### src/design/cmc_params.svh
// constants for the core memory cycle control
`ifndef CMC_PARAMS_SVH
`define CMC_PARAMS_SVH
`define CMC_CLK_NS 50
`define CMC_CYCLE_NS 1600
`define CMC_CLEAR_NS 750
`define CMC_DATA_W 24
`define CMC_ADDR_W 15
`define CMC_PARITY_POS 24
`define CMC_CHANNELS 4
`endif

### src/design/cmc_pkg.sv
// types and shared functions of the core memory cycle control
package cmc_pkg;
  // gray codes along the cycle path
  typedef enum logic [2:0] {
    ST_IDLE = 3'h0,
    ST_INIT = 3'h1,
    ST_CLEAR = 3'h3,
    ST_WRITE = 3'h2,
    ST_REL = 3'h6
  } cmc_state_t;

  // odd parity bit for a data word
  function automatic logic cmc_odd_bit(input logic [23:0] d);
    cmc_odd_bit = ~(^d);
  endfunction : cmc_odd_bit

  // true when a stored word holds an even count of ones
  function automatic logic cmc_even_word(input logic [24:0] w);
    cmc_even_word = ~(^w);
  endfunction : cmc_even_word
endpackage : cmc_pkg

### src/design/cmc_control.sv
// core memory cycle control sequencer
//
// Summary of operation
// - arbitrate pending requests; grant only the priority winner
// - with grant, in the same clock, pulse initiate and load the word address
// - read phase clears the word; ones are captured in data register
// - captured word goes to requester and to the parity check
// - an even count of ones raises the parity error signal
// - a read cycle gives the requester a data ready strobe
// - restore drives bit lines only where data register holds one
// - a release signal marks the end of every cycle
// - write clear phase discards the sensed old word
// - write data gets generated parity and loads the data register
// - write phase sets cores only where data register holds one
// - every cycle is a clear phase followed by a write phase
// - a word is driven only with word and bit drives together
// - drive polarity reads toward zero, writes toward one
// - words are 24 data bits plus odd parity in bit 24
// - priority: channel 1, 2, 3, then arithmetic unit last
// - requests during a cycle wait until the cycle completes
// - a complete memory cycle lasts 1.6 microseconds
`timescale 1ns/10ps
`default_nettype none
`include "cmc_params.svh"
module cmc_control #(
  parameter int NCH = `CMC_CHANNELS,
  parameter int DW = `CMC_DATA_W,
  parameter int AW = `CMC_ADDR_W
) (
  // clock and reset
  input wire logic sys_clk,
  input wire logic reset_n,
  // user devices, index 0 channel 1 ... index 3 arithmetic unit
  input wire logic [NCH-1:0] usr_req,
  input wire logic [NCH-1:0] usr_write,
  input wire logic [NCH-1:0][AW-1:0] usr_addr,
  input wire logic [NCH-1:0][DW-1:0] usr_wdata,
  output logic [NCH-1:0] usr_grant,
  output logic [NCH-1:0] usr_ready,
  output logic [NCH-1:0] usr_release,
  output logic [DW-1:0] usr_rdata,
  output logic parity_err,
  // core module
  output logic core_init,
  output logic [AW-1:0] core_addr,
  output logic word_drive,
  output logic [DW:0] bit_drive,
  output logic drive_write,
  input wire logic [DW:0] sense_data
);
  // ********************************
  // timing
  // ********************************
  // 32 clocks per cycle
  localparam int CYC = `CMC_CYCLE_NS / `CMC_CLK_NS;
  localparam int CLR_CYC = `CMC_CLEAR_NS / `CMC_CLK_NS;
  // init and release take one cycle each
  localparam int WR_CYC = CYC - 2 - CLR_CYC;
  localparam int CW = 6;
  localparam logic [CW-1:0] CLR_LAST = CW'(CLR_CYC - 1);
  localparam logic [CW-1:0] WR_LAST = CW'(WR_CYC - 1);

  // ********************************
  // state
  // ********************************
  typedef struct packed {
    cmc_pkg::cmc_state_t st;
    logic [CW-1:0] cnt;
    logic [$clog2(NCH)-1:0] sel;
    logic wr;
    logic [AW-1:0] addr;
    logic [DW-1:0] wdata;
    logic [DW:0] dreg;
    logic [NCH-1:0] grant;
    logic [NCH-1:0] ready;
    logic [NCH-1:0] rel;
    logic [DW-1:0] rdata;
    logic perr;
    logic init;
  } cmc_ctl_t;

  cmc_ctl_t s_q;
  cmc_ctl_t s_d;
  logic [NCH-1:0] arb_gnt;
  logic [$clog2(NCH)-1:0] arb_idx;
  logic arb_any;
  logic arb_open;

  cmc_arbiter #(.N(NCH)) u_arb (
    .req(usr_req),
    .gnt(arb_gnt),
    .idx(arb_idx),
    .any(arb_any)
  );

  assign arb_open = (s_q.st == cmc_pkg::ST_IDLE) ||
                    (s_q.st == cmc_pkg::ST_REL);

  // ********************************
  // sequencer
  // ********************************
  always_comb begin
    s_d = s_q;
    s_d.init = 1'b0;
    s_d.ready = '0;
    s_d.perr = 1'b0;
    s_d.rel = '0;
    unique case (s_q.st)
      cmc_pkg::ST_IDLE, cmc_pkg::ST_REL: begin
        if (arb_any) begin
          s_d.grant = arb_gnt;
          s_d.sel = arb_idx;
          s_d.wr = usr_write[arb_idx];
          s_d.addr = usr_addr[arb_idx];
          s_d.wdata = usr_wdata[arb_idx];
          s_d.init = 1'b1;
          s_d.st = cmc_pkg::ST_INIT;
        end else begin
          s_d.grant = '0;
          s_d.st = cmc_pkg::ST_IDLE;
        end
      end
      cmc_pkg::ST_INIT: begin
        s_d.cnt = '0;
        s_d.st = cmc_pkg::ST_CLEAR;
      end
      cmc_pkg::ST_CLEAR: begin
        if (s_q.cnt == CLR_LAST) begin
          s_d.cnt = '0;
          s_d.st = cmc_pkg::ST_WRITE;
          if (s_q.wr) begin
            s_d.dreg = {cmc_pkg::cmc_odd_bit(s_q.wdata), s_q.wdata};
          end else begin
            s_d.dreg = sense_data;
            s_d.rdata = sense_data[DW-1:0];
            s_d.perr = cmc_pkg::cmc_even_word(sense_data);
            s_d.ready[s_q.sel] = 1'b1;
          end
        end else begin
          s_d.cnt = s_q.cnt + CW'(1);
        end
      end
      cmc_pkg::ST_WRITE: begin
        if (s_q.cnt == WR_LAST) begin
          s_d.cnt = '0;
          s_d.rel[s_q.sel] = 1'b1;
          s_d.st = cmc_pkg::ST_REL;
        end else begin
          s_d.cnt = s_q.cnt + CW'(1);
        end
      end
      default: begin
        s_d.st = cmc_pkg::ST_IDLE;
        s_d.grant = '0;
      end
    endcase
  end

  // registers the whole state
  always_ff @(posedge sys_clk) begin
    if (!reset_n) begin
      s_q <= '0;
    end else begin
      s_q <= s_d;
    end
  end

  // ********************************
  // core drives
  // ********************************
  // clear then write
  assign word_drive = (s_q.st == cmc_pkg::ST_CLEAR) ||
                      (s_q.st == cmc_pkg::ST_WRITE);
  assign drive_write = (s_q.st == cmc_pkg::ST_WRITE);
  assign bit_drive = (s_q.st == cmc_pkg::ST_CLEAR) ? '1 :
                     (s_q.st == cmc_pkg::ST_WRITE) ? s_q.dreg : '0;
  assign core_init = s_q.init;
  assign core_addr = s_q.addr;
  assign usr_grant = s_q.grant;
  assign usr_ready = s_q.ready;
  assign usr_release = s_q.rel;
  assign usr_rdata = s_q.rdata;
  assign parity_err = s_q.perr;

  // run length of the clear phase, so the order check needs no long repeat
  logic [4:0] clr_run_q;
  always_ff @(posedge sys_clk) begin
    if (!reset_n) begin
      clr_run_q <= 5'h0;
    end else if (word_drive && !drive_write) begin
      clr_run_q <= clr_run_q + 5'h1;
    end else begin
      clr_run_q <= 5'h0;
    end
  end
endmodule : cmc_control
`default_nettype wire

### src/design/cmc_arbiter.sv
// fixed priority arbiter, index 0 highest
`timescale 1ns/10ps
`default_nettype none
module cmc_arbiter #(
  parameter int N = 4
) (
  // requests
  input wire logic [N-1:0] req,
  // winner
  output logic [N-1:0] gnt,
  output logic [$clog2(N)-1:0] idx,
  output logic any
);
  // lowest index wins, so scan downward
  always_comb begin
    gnt = '0;
    idx = '0;
    any = |req;
    for (int i = N - 1; i >= 0; i--) begin
      if (req[i]) begin
        gnt = '0;
        gnt[i] = 1'b1;
        idx = i[$clog2(N)-1:0];
      end
    end
  end
endmodule : cmc_arbiter
`default_nettype wire

### config.mk
export PLATFORM = sky130hd
export DESIGN_NAME = cmc_control
export DESIGN_NICKNAME = d
export VERILOG_FILES = /design/src/design/cmc_pkg.sv /design/src/design/cmc_control.sv /design/src/design/cmc_arbiter.sv
export VERILOG_INCLUDE_DIRS = /design/src /design/src/design
export SDC_FILE = /design/constraint.sdc
export NUM_CORES = 1
export LEC_CHECK = 0
export CAP_MARGIN = 20
export CORE_MARGIN = 2
export CORE_UTILIZATION = 39
export DETAILED_ROUTE_END_ITERATION = 10
export DONT_BUFFER_PORTS = 1
export GPL_TIMING_DRIVEN = 0
export PLACE_DENSITY_LB_ADDON = 0.3
export SYNTH_ARGS = -nofsm -noshare
export SYNTH_HDL_FRONTEND = slang
export SYNTH_HIERARCHICAL = 1
export SYNTH_SLANG_ARGS = --single-unit
### constraint.sdc
create_clock -name sys_clk -period 1.9 [get_ports sys_clk]
set_input_delay 0.095 -clock sys_clk [delete_from_list [all_inputs] [get_ports sys_clk]]
set_output_delay 0.095 -clock sys_clk [all_outputs]
set_load 0.01 [all_outputs]
* Word-level counts from Yosys, hierarchy flattened
Cells that the tools add are included.
Word-level totals: word-level logic and storage cells 75, register bits after elaboration 114, output and inout bits 80
Cells by class: add/sub/neg operators 1, bitwise operators 6, magnitude comparators 3, multiplexer cells 28, reductions and logical operators 17, equal/unequal tests 7
Operators by type and width (number):
- two-way mux 25 bit | 3
- binary-select mux 24 bit (select 2 bit) | 1
- binary-select mux 15 bit (select 2 bit) | 1
- parity 25 bit | 1
- two-way mux 24 bit | 1
- parity 24 bit | 1
- two-way mux 4 bit | 5
- two-way mux 15 bit | 1
- case mux 3 bit (4 select lines) | 1
- case mux 6 bit (2 select lines) | 1
- two-way mux 2 bit | 4
- case mux 4 bit (2 select lines) | 1
- AND reduction 2 bit | 4
- OR reduction 4 bit | 2
- adder 6 x 1 -> 6 bit (second input constant) | 1
- == test 3 x 2 -> 1 bit (second input constant) | 2
- == test 6 x 4 -> 1 bit (second input constant) | 1
- less-than comparator 2 x 3 -> 1 bit (second input constant) | 2
- two-way mux 3 bit | 2
- two-way mux 6 bit | 1
- NOT 1 bit | 6
- AND reduction 3 bit | 2
- two-way mux 1 bit | 4
- OR reduction 2 bit | 2
- other kinds (12) | 12

* Longest topological paths before layout
Gate-level depths: netlist of the first run.
depth after elaboration 6, mapped depth 10, mapped depth without buffers 7

* Modules after synthesis
Netlist of the first run, hierarchy kept.
By module, submodules not included:
- cmc_control | sequential area each 2282.2 sq um, instances 1, cells an instance 691, area each 6142.1 sq um
- cmc_arbiter | sequential area each 0.0 sq um, instances 1, cells an instance 10, area each 58.8 sq um

* Least setup slack after synthesis of the first run
OpenSTA, ideal clock, no wires.
kind register -> register, start register s_q[105] in the netlist's numbering, end register s_q, in the netlist usr_rdata[15], path buffers 3, period minus slack after synthesis 1.722 ns, stages on the path, launching flop included 11, setup time 0.070 ns, slack 0.178 ns, data arrival time 1.652 ns, path through dfxtp_1 -> inv_1 -> ha_1 -> nor4b_4 -> and3_1 -> buf_4 -> nand2b_1 -> clkbuf_1 -> buf_2 -> nand2_1 -> a21oi_1
On the way: word-level cells in the longest chain between the ends 2
RTL lines:
- from (decl) | line cmc_control.sv:82 | cmc_ctl_t s_q;
- from (signal assigned) | line cmc_control.sv:162 | s_q <= '0;
- from (signal assigned) | line cmc_control.sv:164 | s_q <= s_d;
- == test 6 x 4 -> 1 bit | line cmc_control.sv:128 | if (s_q.cnt == CLR_LAST) begin
- AND reduction 3 bit (no source line)
Every way passes these cells. A chain may end at the register's enable or synchronous reset.

* Worst setup path in the final report of the first run
start register s_q[105] in the netlist's numbering, end register s_q[110] in the netlist's numbering
On the way: word-level cells in the longest chain between the ends 3, elaborated cells between the ends (all ways) 4, those cells by class 1 x add/sub; 1 x eq/ne; 2 x mux
RTL lines:
- adder 6 x 1 -> 6 bit or == test 6 x 4 -> 1 bit (tied branches)
- two-way mux 6 bit * | line cmc_control.sv:128, cmc_control.sv:144
- case mux 6 bit (2 select lines) * | line cmc_control.sv:108 | unique case (s_q.st)
Mark *: on every way between the ends. The rest lies on a longest branch, timed or not.

==> metrics, run 1 <==
synth top area cells dfxtp_1, mux4_2, nand2_1, buf_4, a21oi_1; most frequent CP cell buf_4; grt ovf 0; PortBufs 0; Post-Syn Nets 894; Synth Warn # 6; Max Clock Freq 534 MHz; Worst R2R End s_q[110]; Initial Utilization 39.5%; drt pass-1 iters 4; Critical Path Start Type register; Synth area leader dfxtp_1; final wirelength 19400 µm; number of synthesized flops with an enable pin 0; clk sink count 114; CP Capture Point s_q[110]; largest net degree at the start of global routing 17; Final Cycle Share 98.6%; VDD IR-drop max 0.000529 V; pwr dens 943 nW/µm²; maxcap violations 0; synth unique cells 38; Setup Skew 0.00775 ns; DPL Wire Length 15000 µm; leak pwr 2.68 nW; commonest cells after routing, fill and taps aside nand2_1, dfxtp_1, nor2_1; RR Startpoint s_q[105]; Buffers & Inverters on Critical Path 3; Avg Inst Size Synth 8.85 µm²; worst slew pin tran 0.752 ns; post-route ant nets 0; Area Overhead vs Synth 20.2%; CTS tree yes; Power, Total 7.02 mW; Tmin final 1.87 ns; share of layout cells above drive strength 1 22.2%; delay-heaviest family, CP simple AND/OR/NAND/NOR gates; CP Capture Type register; CP Max Fanout 6; Rows 46; drt wl/cell 19.7 µm; commonest non-fill, non-tap cell in the layout nand2_1; RePlAce Congestion 0.858; vias in the first global route 5037; maximum clock path buffer count 2; Via Count 5080; Gate Count Post-Synth 701; Final setup viols 0; ys async rst share 0%; drt first-iter violations 200; Worst R2R Setup Slack 0.03 ns; fillers 1524; critical path type register to register; Root Driver clkbuf_16; Residual DRC 0; later-pin clock latency in the skew report 0.41 ns; critical path, cell by cell inv_1, ha_1, nor4b_4, buf_4, buf_4, nand2b_1, nor4_1, a31oi_1, a21oi_1; CP peak stage delay 0.37 ns; Reg clk slew, reported paths 0.05 ns; Num CTS Buffers 17; number of antenna violations at the first check in global routing 2; status complete, no violations; register area share after synthesis 36.8%; Die Width 130 µm; top-area cell type share of the netlist area 36.8%; nets 947; via/cell ratio 5.17; WP data required 2.24 ns; #FFs+latches synth 114; die area 16900 µm²; Post-Synthesis Cell Area 6200 µm²; first-pass GRT wire length 27900 µm; CP max stage cell dfxtp_2; Hold Violations, Final 0; CP arrival 2.21 ns; Hold WS 0.0151 ns; max-slew violation count 0; Worst R2R Path Depth 9; ys flop type dfxtp_1; H-tree depth 4; io pins 271; core area 15700 µm²; Die Span Y 130 µm; class of the worst hold path primary input to register; Crit path depth 9; CP startpoint s_q[105]; Global Route Usage Sum 22.3%; Slew Limit Headroom 49.8%
## worst min path at each step
stage / start / to / slack [ns] / cells after the start
after detailed placement: sense_data[9] / usr_rdata[9] / 0.24 / 2
final: usr_req[2] / usr_grant[2] / 0.02 / 2
after CTS: usr_req[2] / usr_grant[2] / 0.001 / 2
after global routing: usr_req[2] / usr_grant[2] / 0.01 / 2
after floorplan: sense_data[0] / usr_rdata[0] / 0.23 / 2
after global placement: sense_data[0] / usr_rdata[0] / 0.23 / 2
## where the power goes
group | internal (mW) | switching (mW)
clock | 1.93 | 1.04
sequential | 2.51 | 0.110
combinational | 0.696 | 0.740
## per-stage QoR
| stage | area, µm² | setup WS [ns] | cells | utilization (%) | TNS (ns) |
|---|---|---|---|---|---|
| 5_1_grt | 7450 | -0.0526 | 983 | 47.4 | -0.0898 |
| 3_3_place_gp | 6470 | -0.176 | 917 | 41.2 | -7.66 |
| 4_1_cts | 7350 | 0.00173 | 978 | 46.8 | 0 |
| 3_5_place_dp | 6470 | -0.199 | 917 | 41.2 | -8.65 |
| 2_1_floorplan | 6200 | 0.178 | 701 | - | 0 |
| 6_report | 7450 | 0.0269 | 983 | 47.4 | 0 |
## registers in the layout, indices dropped and copies added (netlist names)
signal	count
core_addr	15
core_init	1
parity_err	1
s_q	61
usr_grant	4
usr_rdata	24
usr_ready	4
usr_release	4
## routing by layer
layer / wire [µm] / GRT usage (%)
met1: 7830 / 26.9
met2: 9960 / 38.3
met5: 11 / 0
met3: 1240 / 6.44
met4: 353 / 7.78
## kinds of logic (layout without fill, tap and decap cells)
| logic type | after synthesis | count (layout) | synth area share, % |
|---|---|---|---|
| simple gates | 259 | 259 | 17.3 |
| flops | 114 | 114 | 36.8 |
| compound gates | 108 | 108 | 10.0 |
| buf+inv | 107 | 172 | 10.2 |
| mux | 65 | 65 | 18.6 |
| xor+xnor | 46 | 46 | 6.72 |
| fa+ha+maj | 2 | 2 | 0.403 |
| other cells | 0 | 1 | 0 |
## timing repair
item	4_1_cts	5_1_grt
setup buffers	1	4
hold buffers	30	0
resized for setup	6	33
endpoints found under the setup margin	85	98
pin swaps	0	2
hold endpoints to repair	63	0
## worst register-to-register path, delay by kind of cell, from the launching register on
family                     cells  cell delay [ns]
buffers and inverters          3             0.33
and+or+nand+nor                3             0.69
adders and majority gates      1             0.19
DFF                            1             0.37
AOI/OAI and AO/OA              2             0.22
## layout make-up
type                    instances  area [µm²]  area share, %
clock inverters                 3        17.5          0.235
multi-input cells             480        3320           44.6
inverters                       5        18.8          0.252
flip-flops and latches        114        2290           30.7
well taps                     216         270           3.63
diodes                          1        2.50         0.0336
repair buffers                 35         350           4.70
plain buffers                 101         638           8.56
clock buffers                  28         547           7.34
## cells in the mapped netlist (7+ instances only)
master / instances
buf_4: 54
buf_1: 7
clkbuf_1: 29
nand2b_1: 7
nor2_1: 92
mux2i_1: 25
mux4_2: 40
dfxtp_1: 114
buf_2: 10
nand2_1: 138
a211oi_1: 25
a21oi_1: 74
xnor2_1: 40
Note: power is estimated with default switching activity, not from simulation.
==> run 2, diff against run 1 <==
--- a/config.mk
+++ b/config.mk
@@ -15,5 +15,4 @@
 export PLACE_DENSITY_LB_ADDON = 0.3
 export SYNTH_ARGS = -nofsm -noshare
 export SYNTH_HDL_FRONTEND = slang
-export SYNTH_HIERARCHICAL = 1
 export SYNTH_SLANG_ARGS = --single-unit
==> metrics, run 2 <==
status complete, no violations; Final Cycle Share 98.6% (about the same); critical path type register to register; Critical Path Start Type register; vias in the first global route 5223 (+3.7%); Initial Utilization 39.6% (+0.18 points); leak pwr 3.31 nW (+23%); Reg clk slew, reported paths 0.05 ns (about the same); Hold WS 0.0164 ns (+0.00126 ns); die area 17800 µm² (+5.1%); Most flops, register s_q; grt ovf 0 (unchanged); drt first-iter violations 309 (+55%); XOR/XNOR share of the synthesized area 6.67% (-0.049 points); Rows 47 (+2.2%); Post-Synthesis Cell Area 6530 µm² (+5.3%); CP arrival 2.21 ns (about the same); Via Count 5240 (+3.1%); share of layout cells above drive strength 1 22.4% (+0.19 points); adder-cell share of the synthesized area 0.383% (-0.020 points); Die Width 133 µm (+2.5%); Gate Count Post-Synth 699 (-0.29%); DPL Wire Length 14400 µm (-4.0%); largest net degree at the start of global routing 17 (unchanged); via/cell ratio 5.33 (+3.0%); first-pass GRT wire length 28500 µm (+2.4%); Slew Limit Headroom 50.6% (+0.76 points); Post-synth top cells nand2_1, dfxtp_1, nor2_1; maximum clock path buffer count 2 (unchanged); Residual DRC 0 (unchanged); synth top area cells dfxtp_1, mux4_2, nand2_1, buf_4, a21boi_0; clk sink count 114 (unchanged); Synth Area in Compound Gates 13.3% (+3.3 points); Avg Inst Size Synth 9.34 µm² (+5.6%); post-route ant nets 0 (unchanged); max reg flops 61 (unchanged); PortBufs 0 (unchanged); post-route cell area 7870 µm² (+5.7%); Final setup viols 0 (unchanged); number of synthesized flops with an enable pin 0 (unchanged); synth unique cells 45 (+18%); ys flop type dfxtp_1; Post-Syn Nets 892 (-0.22%); CP Max Fanout 8 (+2); Area Overhead vs Synth 20.6%; Hold Violations, Final 0 (unchanged); antenna cells 0 (-1); placed cell count 919 (+0.22%); fillers 1569 (+3.0%); H-tree depth 4 (unchanged); main combinational cell family by area after synthesis multiplexers; Synth Warn # 0 (-6); io pins 271 (unchanged); simple-gate portion of the synthesized area 16.3% (-1.0 points); register area share after synthesis 35.0% (-1.8 points); Tmin final 1.87 ns (+0.000136 ns); commonest non-fill, non-tap cell in the layout nand2_1; class of the worst hold path primary input to register; #FFs+latches synth 114 (unchanged); CP Capture Type register; Die Span Y 133 µm (+2.5%); post-synthesis mux area share 18.2% (-0.35 points); Synth area leader dfxtp_1; Root Driver clkbuf_16; RePlAce Congestion 0.861 (+0.37%); Num CTS Buffers 17 (unchanged); top-area cell type share of the netlist area 35.0% (-1.8 points); ys async rst share 0% (unchanged); Non-Filler Instances 984 (+0.10%); later-pin clock latency in the skew report 0.42 ns (about the same); max-slew violation count 0 (unchanged); number of antenna violations at the first check in global routing 0 (-2); top-count cell post-synth nand2_1; core area 16500 µm² (+4.8%); CTS tree yes; WP data required 2.24 ns (about the same); pwr dens 916 nW/µm² (-2.8%); VDD IR-drop max 0.000824 V (+56%); nets 944 (-0.32%); commonest cells after routing, fill and taps aside nand2_1, dfxtp_1, nor2_1; drt pass-1 iters 5 (+1); Layout Utilization 47.8% (+0.40 points); Setup Skew 0.00888 ns (+0.00113 ns); Placed Area 6800 µm² (+5.1%); Max Clock Freq 534 MHz (about the same); Final TNS setup 0 ns (unchanged); Global Route Usage Sum 21.0% (-1.3 points); drt wl/cell 19.3 µm (-2.1%); maxcap violations 0 (unchanged); final wirelength 19000 µm (-2.0%); worst slew pin tran 0.741 ns (-0.0113 ns)
[run 2: cell families (layout without fill, tap and decap cells)]
logic type / after synthesis / count (layout)
buffers and inverters: 107 / 172
flip-flops: 114 / 114
multiplexers: 65 / 65
AO/OA/AOI/OAI: 108 / 108
XOR/XNOR: 45 / 45
AND/OR/NAND/NOR: 258 / 258
adder cells (fa/ha/maj): 2 / 2
[run 2: layout make-up]
cell class | count | area, µm² | share of cell area, %
Clock inverter | 9 | 104 | 1.32
Multi-Input combinational cell | 478 | 3640 | 46.3
Timing Repair Buffer | 33 | 355 | 4.51
Sequential cell | 114 | 2290 | 29.1
Clock buffer | 23 | 488 | 6.20
Tap cell | 220 | 275 | 3.50
Inverter | 5 | 21.3 | 0.270
Buffer | 102 | 698 | 8.87
[run 2: path summary, 6_finish.rpt]
check        slack [ns]         start            to  cells after the start
max                0.03      s_q[105]  usr_ready[0]                      9
max reg2reg        0.03      s_q[105]  usr_ready[0]                      9
min reg2reg        0.45  usr_rdata[9]  usr_rdata[9]                      2
min                0.02    usr_req[0]  usr_grant[3]                      3
[run 2: worst max-delay path, stage by stage, from the launching register on]
cell	delay [ns]
dfxtp_4	0.36
inv_4	0.06
ha_4	0.12
nor3b_4	0.21
and4_4	0.26
buf_6	0.12
nor2b_4	0.17
buf_6	0.17
nand2_2	0.16
nor3_2	0.17
[run 2: per-stage QoR]
| stage | worst slack (ns) | power [mW] |
|---|---|---|
| final | 0.0267 | 7.21 |
| after global routing | -0.0802 | 7.50 |
| after CTS | 0.00106 | 7.26 |
| after detailed placement | -0.206 | 4.02 |
| after global placement | -0.161 | 3.99 |
| after floorplan | 0.182 | 3.74 |
[run 2: layer usage]
| layer | vias up | track usage (%) | wire length (µm) |
|---|---|---|---|
| met4 | 0 | 5.61 | 236 |
| met3 | 16 | 6.89 | 1610 |
| met1 | 2530 | 26.6 | 7960 |
| met5 | - | 0 | 0 |
| li1 | 2458 | - | - |
| met2 | 236 | 34.7 | 9210 |
[run 2: what timing repair did]
item | CTS | global route
cloned | 0 | 3
endpoints found under the setup margin | 108 | 81
hold endpoints to repair | 53 | 2
gates resized for setup | 18 | 34
buffers inserted | 0 | 0
pin swaps | 1 | 5
hold buffers | 29 | 1
[run 2: report_power, final]
part	internal, mW	switching, mW
Combinational	0.744	0.694
Clock	2.06	1.10
Sequential	2.51	0.107
Total	5.31	1.91
==> run 3, diff against run 2 <==
==> constraint.sdc (replaced) <==
create_clock -name sys_clk -period 1.9 [get_ports sys_clk]
set_input_delay 0.095 -clock sys_clk [delete_from_list [all_inputs] [get_ports sys_clk]]
set_output_delay 0.095 -clock sys_clk [all_outputs]
set_load 0.05 [all_outputs]
==> metrics, run 3 (synthesis gave the netlist of run 2 again) <==
status complete, no violations; leak pwr 3.33 nW (+0.47%); CP Capture Type register; CP Max Fanout 8 (unchanged); largest net degree at the start of global routing 17 (unchanged); Hold WS 0.0184 ns (+0.00197 ns); PortBufs 0 (unchanged); clk sink count 114 (unchanged); sequential share of power 34.8% (-1.4 points); Critical Path Start Type register; Reg clk slew, reported paths 0.05 ns (about the same); Int Pwr 5.34 mW (+0.55%); H-tree depth 4 (unchanged); commonest cells after routing, fill and taps aside nand2_1, dfxtp_1, buf_4; drt first-iter violations 324 (+4.9%); share of layout cells above drive strength 1 26.0% (+3.6 points); Final Cycle Share 96.3% (-2.3 points); Die Width 133 µm (unchanged); max-slew violation count 0 (unchanged); class of the worst hold path primary input to register; nets 943 (-0.11%); core area 16500 µm² (unchanged); later-pin clock latency in the skew report 0.41 ns (about the same); Residual DRC 0 (unchanged); Rows 47 (unchanged); CTS tree yes; Combinational Power Share 23.4% (+3.5 points); final wirelength 19200 µm (+0.82%); Slew Limit Headroom 53.8% (+3.2 points); Max Clock Freq 546 MHz (+2.4%); worst slew pin tran 0.692 ns (-0.0485 ns); antenna cells 0 (unchanged); DPL Wire Length 14400 µm (unchanged); maximum clock path buffer count 2 (unchanged); Final TNS setup 0 ns (unchanged); critical path, cell by cell inv_4, ha_4, nor3b_4, and4_4, buf_6, nor2b_4, buf_8, clkbuf_16, nand2_1, a21boi_1; Tmin final 1.83 ns (-0.0432 ns); Via Count 5222 (-0.34%); Root Driver clkbuf_16; WP data required 2.24 ns (about the same); Setup Skew 0.00610 ns (-0.00277 ns); Worst R2R Setup Slack 0.07 ns (+0.04 ns); RSZ-0062 raised after global routing true; drt wl/cell 19.5 µm (+0.92%); Num CTS Buffers 17 (unchanged); Sw Pwr 2.20 mW (+15%); via/cell ratio 5.31 (-0.24%); drt pass-1 iters 5 (unchanged); max reg flops 61 (unchanged); Area Overhead vs Synth 23.6%; CP max stage cell dfxtp_4; area of the multi-input gates 3820 µm² (+4.8%); first-pass GRT wire length 28700 µm (+0.51%); post-route ant nets 0 (unchanged); commonest non-fill, non-tap cell in the layout nand2_1; delay-heaviest family, CP simple AND/OR/NAND/NOR gates; Clock Power Share 41.8% (-2.0 points); Hold Violations, Final 0 (unchanged); number of antenna violations at the first check in global routing 0 (unchanged); CP arrival 2.17 ns (-0.04 ns); Sw Ratio 29.2% (+2.8 points); io pins 271 (unchanged); VDD IR-drop max 0.000822 V (-0.18%); pwr dens 934 nW/µm² (+2.0%); maxcap violations 0 (unchanged); Most flops, register s_q; critical path type register to register; vias in the first global route 5241 (+0.34%); grt ovf 0 (unchanged); Global Route Usage Sum 21.2% (+0.19 points); die area 17800 µm² (unchanged); Final setup viols 0 (unchanged); Initial Utilization 39.6% (unchanged); Layout Utilization 49.0% (+1.2 points); RePlAce Congestion 0.861 (unchanged); fillers 1543 (-1.7%); CP peak stage delay 0.36 ns (about the same); Die Span Y 133 µm (unchanged); sequential cell area 2290 µm² (unchanged); Buffers & Inverters on Critical Path 4 (+1)
-- run 3: cell types whose count changed in the layout (fill, tap and decap cells not counted), sizes merged --
cell         before  now
buf              79   82
clkbuf           49   46
clkinv            5    6
dlygate4sd3      30   29
inv               5    4
-- run 3: final timing paths --
kind / cells after the start / start / endpoint
max: 10 / s_q[105] / usr_rdata[12]
min: 3 / usr_req[0] / usr_grant[3]
max reg2reg: 10 / s_q[105] / usr_rdata[12]
min reg2reg: 2 / usr_rdata[13] / usr_rdata[13]
-- run 3: cell type report --
cell class	instances	area share [%]
clock inverters	9	1.29
flip-flops and latches	114	28.4
clock buffers	23	6.05
multi-input cells	478	47.3
plain buffers	102	8.92
inverters	5	0.326
repair buffers	32	4.31
well taps	220	3.41
-- run 3: what timing repair did --
item                                    4_1_cts  5_1_grt
setup buffers                                 1        0
endpoints found under the hold margin        53        0
pin swaps                                    13        6
endpoints found under the setup margin      114       87
cloned                                        0        2
resized for setup                            76       37
hold buffers                                 29        0
-- run 3: worst min-delay path, delay by kind of cell --
kind | cells | cell delay, ns
AND/OR/NAND/NOR | 2 | 0.10
AO/OA/AOI/OAI | 1 | 0.19
-- run 3: power by group through the flow --
| stage | Combinational [mW] | Sequential, mW | Clock, mW |
|---|---|---|---|
| after floorplan | 1.35 | 2.63 | 0 |
| after global placement | 1.58 | 2.66 | 0 |
| after detailed placement | 1.60 | 2.66 | 0 |
| after CTS | 1.77 | 2.62 | 3.21 |
| after global routing | 1.90 | 2.63 | 3.30 |
| final | 1.76 | 2.62 | 3.15 |
-- run 3: stage by stage --
step / cell area [µm²] / worst slack [ns] / std cells / total power [mW]
detailed placement: 6800 / -0.331 / 919 / 4.26
global placement: 6800 / -0.277 / 919 / 4.24
finish: 8070 / 0.0699 / 983 / 7.54
global route: 8070 / -0.0540 / 983 / 7.83
floorplan: 6530 / 0.161 / 699 / 3.98
CTS: 7940 / 0.00671 / 981 / 7.59
-- run 3: per-layer routing --
layer  vias to the layer above  track usage [%]  part of all wire (%)
li1                       2450                -                     -
met1                      2519             26.6                    41
met2                       238             35.1                    49
met3                        15             6.85                   8.5
met4                         0             6.21                   1.2
met5                         -                0                     0
